## src/ccsr_pkg.sv

```systemverilog
// constants for the core status and control register bank
// assumes a 16-bit register port with byte offsets as printed
package ccsr_pkg;

	// ***************************************************************
	// register offsets
	// ***************************************************************
	localparam logic [7:0] ADDR_LOOP_CNT  = 8'h36;
	localparam logic [7:0] ADDR_STATUS    = 8'h42;
	localparam logic [7:0] ADDR_CORE_CTL  = 8'h44;
	localparam logic [7:0] ADDR_IRQ_HOLD  = 8'h52;
	localparam logic [7:0] ADDR_PC_HIGH   = 8'h60;
	localparam logic [7:0] ADDR_RD_PAGE   = 8'h62;
	localparam logic [7:0] ADDR_WR_PAGE   = 8'h64;
	localparam logic [7:0] ADDR_TBL_PAGE  = 8'h66;

	// ***************************************************************
	// widths and field positions
	// ***************************************************************
	localparam int W_LOOP   = 16;
	localparam int W_HOLD   = 14;
	localparam int W_PCH    = 8;
	localparam int W_RDPG   = 10;
	localparam int W_WRPG   = 9;
	localparam int W_TBLPG  = 8;
	localparam int B_HCARRY = 8;
	localparam int B_IPL_HI = 7;
	localparam int B_IPL_LO = 5;
	localparam int B_LOOPA  = 4;
	localparam int B_NEG    = 3;
	localparam int B_WRAP   = 2;
	localparam int B_ZERO   = 1;
	localparam int B_CARRY  = 0;
	localparam int B_IPLTOP = 3;
	localparam int B_PSV    = 2;

	localparam logic [15:0] RST_WORD    = 16'h0000;
	localparam logic [15:0] PSV_WINDOW  = 16'h8000;
	localparam logic [2:0]  IPL_MASKALL = 3'h7;

endpackage : ccsr_pkg

```

## src/ccsr_regs.sv

```systemverilog
// core status and control register bank
// Summary of operation
// - 16-bit loop count, read and write
// - half carry from bit 4 or 8
// - priority field bits 7:5, 7 masks all
// - priority field locked to software while nesting off
// - control bit 3 extends priority to four bits
// - loop active flag follows loop execution
// - negative flag from result sign
// - overflow flag from signed overflow
// - zero flag set by zero result, cleared by nonzero result
// - carry flag from msb carry out
// - view enable maps program into data space
// - high data read without view traps
// - 14-bit interrupt hold count, read write
// - exposes program counter high byte
// - 10-bit data read page
// - 9-bit data write page
// - 8-bit table page
// - table address is page concatenated above effective address
// assumes the datapath supplies flag results and counter updates
// assumes software accepts losing a write that meets a core update
//
// The address-and-strobe port was chosen for this implementation.
`timescale 1ns/10ps
`default_nettype none
module ccsr_regs (
	input  wire logic        i_mclk,       // core clock, 25 MHz
	input  wire logic        i_rstn,       // async reset, low
	input  wire logic [7:0]  i_addr,       // register byte offset
	input  wire logic [15:0] i_wdata,      // write data
	input  wire logic        i_wr,         // write strobe
	input  wire logic        i_rd,         // read strobe
	output logic      [15:0] o_rdata,      // read data, next cycle
	input  wire logic        i_nesting_off,// interrupt nesting disable
	input  wire logic        i_flag_we,    // alu flags update
	input  wire logic        i_op_byte,    // byte sized operation
	input  wire logic [16:0] i_alu_sum,    // raw sum incl carry out
	input  wire logic        i_alu_ovf,    // signed overflow
	input  wire logic        i_hc4,        // carry out of bit 4 (3->4)
	input  wire logic        i_hc8,        // carry out of bit 8 (7->8)
	input  wire logic        i_loop_run,   // loop executing
	input  wire logic        i_loop_we,    // core loads loop count
	input  wire logic [15:0] i_loop_d,     // core loop count
	input  wire logic        i_hold_we,    // core loads hold count
	input  wire logic [13:0] i_hold_d,     // core hold count
	input  wire logic        i_ipl_we,     // core sets priority
	input  wire logic [3:0]  i_ipl_d,      // core priority value
	input  wire logic [7:0]  i_pc_high,    // live pc bits 23:16
	input  wire logic [15:0] i_dm_addr,    // data read address
	input  wire logic        i_dm_rd,      // data read request
	input  wire logic [15:0] i_tbl_ea,     // table effective address
	output logic      [3:0]  o_cpu_ipl,    // four-bit priority
	output logic             o_irq_masked, // user interrupts off
	output logic             o_psv_map,    // program view active
	output logic             o_addr_trap,  // address trap pulse
	output logic      [23:0] o_tbl_addr,   // table program address
	output logic      [9:0]  o_rd_page,    // read page select
	output logic      [8:0]  o_wr_page,    // write page select
	output logic      [15:0] o_loop_cnt,   // loop count
	output logic      [13:0] o_hold_cnt    // hold count
);
	// ***************************************************************
	// address decode
	// ***************************************************************
	function automatic logic hit(input logic [7:0] a, input logic [7:0] o);
		hit = (a == o);
	endfunction : hit

	// byte operations take their flags from the low byte of the result
	function automatic logic size_pick(input logic is_byte, input logic lo,
		input logic hi);
		size_pick = is_byte ? lo : hi;
	endfunction : size_pick

	// write strobes qualified by an exact offset match
	wire logic we_loop = i_wr && hit(i_addr, ccsr_pkg::ADDR_LOOP_CNT);
	wire logic we_stat = i_wr && hit(i_addr, ccsr_pkg::ADDR_STATUS);
	wire logic we_ctl  = i_wr && hit(i_addr, ccsr_pkg::ADDR_CORE_CTL);
	wire logic we_hold = i_wr && hit(i_addr, ccsr_pkg::ADDR_IRQ_HOLD);
	wire logic we_rdpg = i_wr && hit(i_addr, ccsr_pkg::ADDR_RD_PAGE);
	wire logic we_wrpg = i_wr && hit(i_addr, ccsr_pkg::ADDR_WR_PAGE);
	wire logic we_tbl  = i_wr && hit(i_addr, ccsr_pkg::ADDR_TBL_PAGE);

	// ***************************************************************
	// counters, with core updates overriding software
	// ***************************************************************
	logic [15:0] loop_q;
	logic [13:0] hold_q;

	// loop count, full word
	ccsr_word_reg #(.W(ccsr_pkg::W_LOOP)) u_loop (
		.i_mclk  (i_mclk),
		.i_rstn  (i_rstn),
		.i_sw_we (we_loop),
		.i_sw_d  (i_wdata),
		.i_hw_we (i_loop_we),
		.i_hw_d  (i_loop_d),
		.o_q     (loop_q)
	);

	// hold count is 14 bits; the top two write bits are dropped
	ccsr_word_reg #(.W(ccsr_pkg::W_HOLD)) u_hold (
		.i_mclk  (i_mclk),
		.i_rstn  (i_rstn),
		.i_sw_we (we_hold),
		.i_sw_d  (i_wdata[ccsr_pkg::W_HOLD-1:0]),
		.i_hw_we (i_hold_we),
		.i_hw_d  (i_hold_d),
		.o_q     (hold_q)
	);

	// counts go straight to the core sequencer
	assign o_loop_cnt = loop_q;
	assign o_hold_cnt = hold_q;

	// ***************************************************************
	// alu status word
	// ***************************************************************
	// one register per status, control and page field
	logic       hc_reg;
	logic [2:0] ipl_reg;
	logic       loopa_reg;
	logic       neg_reg;
	logic       wrap_reg;
	logic       zero_reg;
	logic       carry_reg;
	logic       ipltop_reg;
	logic       psv_reg;
	logic [9:0] rdpg_reg;
	logic [8:0] wrpg_reg;
	logic [7:0] tbl_reg;

	// flag values derived from the datapath result
	wire logic [15:0] res16   = i_alu_sum[15:0];
	wire logic        res_msb = size_pick(i_op_byte, res16[7], res16[15]);
	wire logic        res_nz  = size_pick(i_op_byte, res16[7:0] != 8'h00,
	                                      res16 != 16'h0000);
	wire logic        cy_out  = size_pick(i_op_byte, i_alu_sum[8],
	                                      i_alu_sum[16]);
	wire logic        hc_new  = size_pick(i_op_byte, i_hc4,
	                                      i_hc8);

	// priority field ignores software while nesting is off
	wire logic ipl_sw_ok = we_stat && !i_nesting_off;

	wire logic [2:0] ipl_next = i_ipl_we ? i_ipl_d[2:0]
		: (ipl_sw_ok ? i_wdata[ccsr_pkg::B_IPL_HI:ccsr_pkg::B_IPL_LO]
		: ipl_reg);
	wire logic ipltop_next = i_ipl_we ? i_ipl_d[3]
		: (we_ctl ? i_wdata[ccsr_pkg::B_IPLTOP] : ipltop_reg);

	// hardware flag update outranks a software write in the same cycle
	wire logic hc_next   = i_flag_we ? hc_new
		: (we_stat ? i_wdata[ccsr_pkg::B_HCARRY] : hc_reg);
	wire logic neg_next  = i_flag_we ? res_msb
		: (we_stat ? i_wdata[ccsr_pkg::B_NEG] : neg_reg);
	wire logic wrap_next = i_flag_we ? i_alu_ovf
		: (we_stat ? i_wdata[ccsr_pkg::B_WRAP] : wrap_reg);
	wire logic carry_next = i_flag_we ? cy_out
		: (we_stat ? i_wdata[ccsr_pkg::B_CARRY] : carry_reg);
	// zero flag: only a nonzero result clears, a zero result sets
	wire logic zero_next = i_flag_we ? (res_nz ? 1'b0 : 1'b1)
		: (we_stat ? i_wdata[ccsr_pkg::B_ZERO] : zero_reg);
	// loop flag follows the sequencer; software writes to it are dropped
	wire logic loopa_next = i_loop_run;

	// ***************************************************************
	// status flag registers
	// ***************************************************************
	// half carry flag
	always_ff @(posedge i_mclk or negedge i_rstn) begin
		if (!i_rstn) begin
			hc_reg <= 1'b0;
		end else begin
			hc_reg <= hc_next;
		end
	end

	// priority field, three low bits of the level
	always_ff @(posedge i_mclk or negedge i_rstn) begin
		if (!i_rstn) begin
			ipl_reg <= 3'h0;
		end else begin
			ipl_reg <= ipl_next;
		end
	end

	// loop active flag
	always_ff @(posedge i_mclk or negedge i_rstn) begin
		if (!i_rstn) begin
			loopa_reg <= 1'b0;
		end else begin
			loopa_reg <= loopa_next;
		end
	end

	// negative flag
	always_ff @(posedge i_mclk or negedge i_rstn) begin
		if (!i_rstn) begin
			neg_reg <= 1'b0;
		end else begin
			neg_reg <= neg_next;
		end
	end

	// signed overflow flag
	always_ff @(posedge i_mclk or negedge i_rstn) begin
		if (!i_rstn) begin
			wrap_reg <= 1'b0;
		end else begin
			wrap_reg <= wrap_next;
		end
	end

	// zero flag
	always_ff @(posedge i_mclk or negedge i_rstn) begin
		if (!i_rstn) begin
			zero_reg <= 1'b0;
		end else begin
			zero_reg <= zero_next;
		end
	end

	// carry flag
	always_ff @(posedge i_mclk or negedge i_rstn) begin
		if (!i_rstn) begin
			carry_reg <= 1'b0;
		end else begin
			carry_reg <= carry_next;
		end
	end

	// ***************************************************************
	// core control word
	// ***************************************************************
	// priority top bit, core load beats software
	always_ff @(posedge i_mclk or negedge i_rstn) begin
		if (!i_rstn) begin
			ipltop_reg <= 1'b0;
		end else begin
			ipltop_reg <= ipltop_next;
		end
	end

	// view bit is only ever written by software, with the whole control word
	always_ff @(posedge i_mclk or negedge i_rstn) begin
		if (!i_rstn) begin
			psv_reg <= 1'b0;
		end else if (we_ctl) begin
			psv_reg <= i_wdata[ccsr_pkg::B_PSV];
		end
	end

	// ***************************************************************
	// page registers
	// ***************************************************************
	// read page select
	always_ff @(posedge i_mclk or negedge i_rstn) begin
		if (!i_rstn) begin
			rdpg_reg <= 10'h000;
		end else if (we_rdpg) begin
			rdpg_reg <= i_wdata[ccsr_pkg::W_RDPG-1:0];
		end
	end

	// write page select
	always_ff @(posedge i_mclk or negedge i_rstn) begin
		if (!i_rstn) begin
			wrpg_reg <= 9'h000;
		end else if (we_wrpg) begin
			wrpg_reg <= i_wdata[ccsr_pkg::W_WRPG-1:0];
		end
	end

	// table page select
	always_ff @(posedge i_mclk or negedge i_rstn) begin
		if (!i_rstn) begin
			tbl_reg <= 8'h00;
		end else if (we_tbl) begin
			tbl_reg <= i_wdata[ccsr_pkg::W_TBLPG-1:0];
		end
	end

	// ***************************************************************
	// outputs to the core
	// ***************************************************************
	assign o_cpu_ipl    = {ipltop_reg, ipl_reg};
	assign o_irq_masked = ipltop_reg
		|| (ipl_reg == ccsr_pkg::IPL_MASKALL);
	assign o_psv_map    = psv_reg;
	assign o_rd_page    = rdpg_reg;
	assign o_wr_page    = wrpg_reg;
	assign o_tbl_addr   = {tbl_reg, i_tbl_ea};

	// trap is a one-cycle registered pulse after the offending read
	logic trap_reg;
	wire logic trap_next = i_dm_rd && !psv_reg
		&& (i_dm_addr >= ccsr_pkg::PSV_WINDOW);

	always_ff @(posedge i_mclk or negedge i_rstn) begin
		if (!i_rstn) begin
			trap_reg <= 1'b0;
		end else begin
			trap_reg <= trap_next;
		end
	end
	assign o_addr_trap = trap_reg;

	// ***************************************************************
	// read port
	// ***************************************************************
	wire logic [15:0] stat_word = {7'h00, hc_reg, ipl_reg, loopa_reg,
		neg_reg, wrap_reg, zero_reg, carry_reg};
	wire logic [15:0] ctl_word  = {12'h000, ipltop_reg, psv_reg, 2'h0};

	// unmapped offsets read as zero
	wire logic [15:0] rd_mux =
		hit(i_addr, ccsr_pkg::ADDR_LOOP_CNT) ? loop_q :
		hit(i_addr, ccsr_pkg::ADDR_STATUS)   ? stat_word :
		hit(i_addr, ccsr_pkg::ADDR_CORE_CTL) ? ctl_word :
		hit(i_addr, ccsr_pkg::ADDR_IRQ_HOLD) ? {2'h0, hold_q} :
		hit(i_addr, ccsr_pkg::ADDR_PC_HIGH)  ? {8'h00, i_pc_high} :
		hit(i_addr, ccsr_pkg::ADDR_RD_PAGE)  ? {6'h00, rdpg_reg} :
		hit(i_addr, ccsr_pkg::ADDR_WR_PAGE)  ? {7'h00, wrpg_reg} :
		hit(i_addr, ccsr_pkg::ADDR_TBL_PAGE) ? {8'h00, tbl_reg} :
		ccsr_pkg::RST_WORD;

	// zero outside the read slot so stale data never lingers
	logic [15:0] rdata_reg;
	always_ff @(posedge i_mclk or negedge i_rstn) begin
		if (!i_rstn) begin
			rdata_reg <= 16'h0000;
		end else if (i_rd) begin
			rdata_reg <= rd_mux;
		end else begin
			rdata_reg <= 16'h0000;
		end
	end
	assign o_rdata = rdata_reg;

endmodule : ccsr_regs
`default_nettype wire

```

## src/ccsr_word_reg.sv

```systemverilog
// one resettable register word with software and core write ports
// assumes software write and core load never needed in the same cycle
// except where core load is given priority
`timescale 1ns/10ps
`default_nettype none
module ccsr_word_reg #(
	parameter int W = 16
) (
	input  wire logic         i_mclk,  // core clock
	input  wire logic         i_rstn,  // async reset, low
	input  wire logic         i_sw_we, // software write
	input  wire logic [W-1:0] i_sw_d,  // software data
	input  wire logic         i_hw_we, // core load, wins
	input  wire logic [W-1:0] i_hw_d,  // core data
	output logic      [W-1:0] o_q      // stored value
);
	logic [W-1:0] val_reg;
	logic [W-1:0] val_next;

	// core update beats software so live counts never go stale
	assign val_next = i_hw_we ? i_hw_d : (i_sw_we ? i_sw_d : val_reg);
	assign o_q      = val_reg;

	// ***************************************************************
	// storage
	// ***************************************************************
	always_ff @(posedge i_mclk or negedge i_rstn) begin
		if (!i_rstn) begin
			val_reg <= '0;
		end else begin
			val_reg <= val_next;
		end
	end
endmodule : ccsr_word_reg
`default_nettype wire

```

## config.mk

```make
export PLATFORM = sky130hd
export DESIGN_NAME = ccsr_regs
export DESIGN_NICKNAME = d
export VERILOG_FILES = /design/src/ccsr_pkg.sv /design/src/ccsr_regs.sv /design/src/ccsr_word_reg.sv
export SDC_FILE = /design/constraint.sdc
export NUM_CORES = 1
export LEC_CHECK = 0
export ABC_AREA = 1
export ABC_CLOCK_PERIOD_IN_PS = 1500
export BUFFER_PORTS_ARGS = -buffer_cell sky130_fd_sc_hd__buf_2
export CAP_MARGIN = 25
export CORE_ASPECT_RATIO = 0.5
export CORE_MARGIN = 2
export CORE_UTILIZATION = 49
export CTS_CLUSTER_SIZE = 20
export DETAILED_ROUTE_END_ITERATION = 8
export PLACE_DENSITY = 0.85
export REMOVE_ABC_BUFFERS = 1
export SYNTH_ARGS = -nofsm -noshare
export SYNTH_HDL_FRONTEND = slang
export SYNTH_SLANG_ARGS = --single-unit
```

## constraint.sdc

```tcl
create_clock -name i_mclk -period 1.5 [get_ports i_mclk]
set_clock_uncertainty 0.1 [all_clocks]
set_input_delay 0.3 -clock i_mclk [delete_from_list [all_inputs] [get_ports i_mclk]]
set_output_delay 0.3 -clock i_mclk [all_outputs]
set_load 0.02 [all_outputs]
```

==> impl_metrics.json <==
{
  "outcome": "finished, violations left",
  "violations": "negative setup slack",
  "whs_ns": 0.0539,
  "rsz0062_at_grt": "true",
  "post-synth-top-count-cell": "nand2_1",
  "core_um2": 8710,
  "cts_buffer_depth": 2,
  "synth_xor_area_share_pct": 0,
  "die_x_um": 138,
  "syn_inst": 547,
  "synth_commonest_cells": "144 x nand2_1, 85 x dfrtp_1, 61 x inv_1, 40 x o21ai_0, 32 x nor2_1",
  "nNetsFinal": 885,
  "drt-pass1-iter-count": 5,
  "h-tree-depth": 3,
  "ys.flop_type": "dfrtp_1",
  "first_global_vias": 4435,
  "cts_buffers": 9,
  "max_slew_margin_pct": 74.7,
  "utilization_pct": 68.3,
  "num_rows": 24,
  "cp.arrival_ns": 1.11,
  "slew_viol_final": 0,
  "drv_cap": 0,
  "drive_gt1_share_pct": 35.8,
  "place_inst": 855,
  "grt_pass1_wl_mm": 22.7,
  "drc": 0,
  "synthMuxAreaShare_pct": 0.712,
  "endpoint_kind": "output port",
  "synth_top_area_cell": "dfrtp_1",
  "hp-start": "i_dm_rd",
  "vias": 4765,
  "clock-sinks": 85,
  "min_period_ns": 1.51,
  "synth_adder_area_share_pct": 0,
  "synth-compound-area-share_pct": 15.0,
  "critPathKind": "reg2out",
  "synth-edff-count": 0,
  "grt_max_degree": 38,
  "synth.area.top_cells": "dfrtp_1 48%, nand2_1 12%, inv_1 5.2%",
  "total_leakage_power_nw": 3.30,
  "r2r_setup_slack_ns": 0.34,
  "hp-class": "in2reg",
  "clkTransAtPathRegs_ns": 0.06,
  "power_density_nw_per_um2": 932,
  "cts_tree": "done",
  "critical_path_required_ns": 1.10,
  "synth_top_family_by_area": "simple AND/OR/NAND/NOR gates",
  "placed_area_um2": 5600,
  "fin_ws_ns": -0.0104,
  "max_freq_ghz": 0.662,
  "total_power_mw": 5.55,
  "synth_area_per_cell_um2": 8.03,
  "tightest_slew_ns": 0.376,
  "grt_overflow_total": 0,
  "start_util_pct": 50.4,
  "syn_area_um2": 4390,
  "clk_latency_ns": 0.34,
  "port_buffers": 178,
  "root_buffer": "clkbuf_16",
  "antenna_found_initial": 0,
  "synth_simple_gate_area_share_pct": 24.5,
  "initialDrtViolationCount": 433,
  "post-dp-hpwl_mm": 11.5,
  "setup_tns_ns": -0.0104,
  "async_flop_share_pct": 100,
  "ios": 226,
  "final_cell_area_um2": 5950,
  "ir_drop_v": 0.000675,
  "setup_viol": 1,
  "synth_top_area_share_pct": 48.4,
  "die_y_um": 70.9,
  "worstPathMaxFanout": 2,
  "via_per_inst": 5.45,
  "dieArea_um2": 9780,
  "gp_congestion": 0.929,
  "synth-warning-count": 0,
  "reg2reg_from": "o_rd_page[0]$_DFFE_PN0P_",
  "dp_slack_ns": -0.230,
  "crit_path_start_kind": "flip-flop",
  "wl_per_cell_um": 17.3,
  "synthToLayoutAreaGrowth_pct": 35.6,
  "ys_types": 39,
  "period_share_pct": 101,
  "final_cells": 875,
  "wirelength_mm": 15.1,
  "antennaDiodeCount": 0,
  "yosysSeqAreaShare_pct": 48.4,
  "startpoint": "ipl_reg[1]$_DFFE_PN0P_",
  "hold_viol": 0,
  "ant_nets": 0,
  "grtUsageTotal_pct": 31.3,
  "ys_ff_latch": 85
}
-- final cells by class --
class,count,area (µm²)
repair buffers,233,1360
clock inverters,2,10.0
fillers,675,2760
multi-input cells,359,1800
well taps,117,146
flip-flops and latches,85,2130
inverters,67,259
clock buffers,12,256
-- final timing paths --
path / to / depth (start not counted)
max reg2reg: o_rdata[0]$_DFF_PN0_ / 4
max: o_irq_masked / 2
min reg2reg: hc_reg$_DFFE_PN0P_ / 2
min: o_addr_trap$_DFF_PN0_ / 3
min in group asynchronous: o_rdata[9]$_DFF_PN0_ / 2
max in group asynchronous: tbl_reg[3]$_DFFE_PN0P_ / 3
-- layout by cell type (no fill, tap or decap), drive strengths merged --
cell type,count
buf,231
nand2,153
dfrtp,85
inv,65
o21ai,63
nor2,37
nand3,31
a21oi,16
clkbuf,12
nand4,10
o211ai,8
nor3,8
a31oi,7
o311ai,7
o21bai,6
clkinv,4
o22ai,3
and2,2
o2111ai,2
mux2i,2
dlygate4sd3,2
o32ai,1
a31o,1
nor4,1
mux2,1
-- metal layers --
layer | GRT usage, % | part of all wire (%)
met1 | 39.1 | 39
met2 | 48.0 | 45
met3 | 15.1 | 12
met4 | 9.07 | 3.4
met5 | 7.07 | 0.64
-- what timing repair did --
| item | 4_1_cts | 5_1_grt |
|---|---|---|
| hold buffers | 2 | 0 |
| endpoints found under the hold margin | 18 | 0 |
| resized for setup | 2 | 6 |
| pin swaps | 1 | 0 |
| setup buffers | 3 | 1 |
| setup endpoints to repair | 1 | 7 |
-- worst max-delay path, stage by stage (launching register included) --
cell,delay [ns]
dfrtp_1,0.39
a31o_2,0.25
buf_6,0.13
-- power breakdown --
part / leakage [nW] / internal (mW) / switching, mW
Clock: 0.134 / 1.19 / 0.852
Combinational: 2.06 / 0.361 / 0.599
Sequential: 1.10 / 2.44 / 0.109
Total: 3.30 / 3.98 / 1.56
-- cell families after synthesis --
family / Yosys count
compound gates: 114
buf+inv: 103
flops: 85
mux: 3
simple gates: 242
No activity file was read; power rests on OpenSTA's default activity.
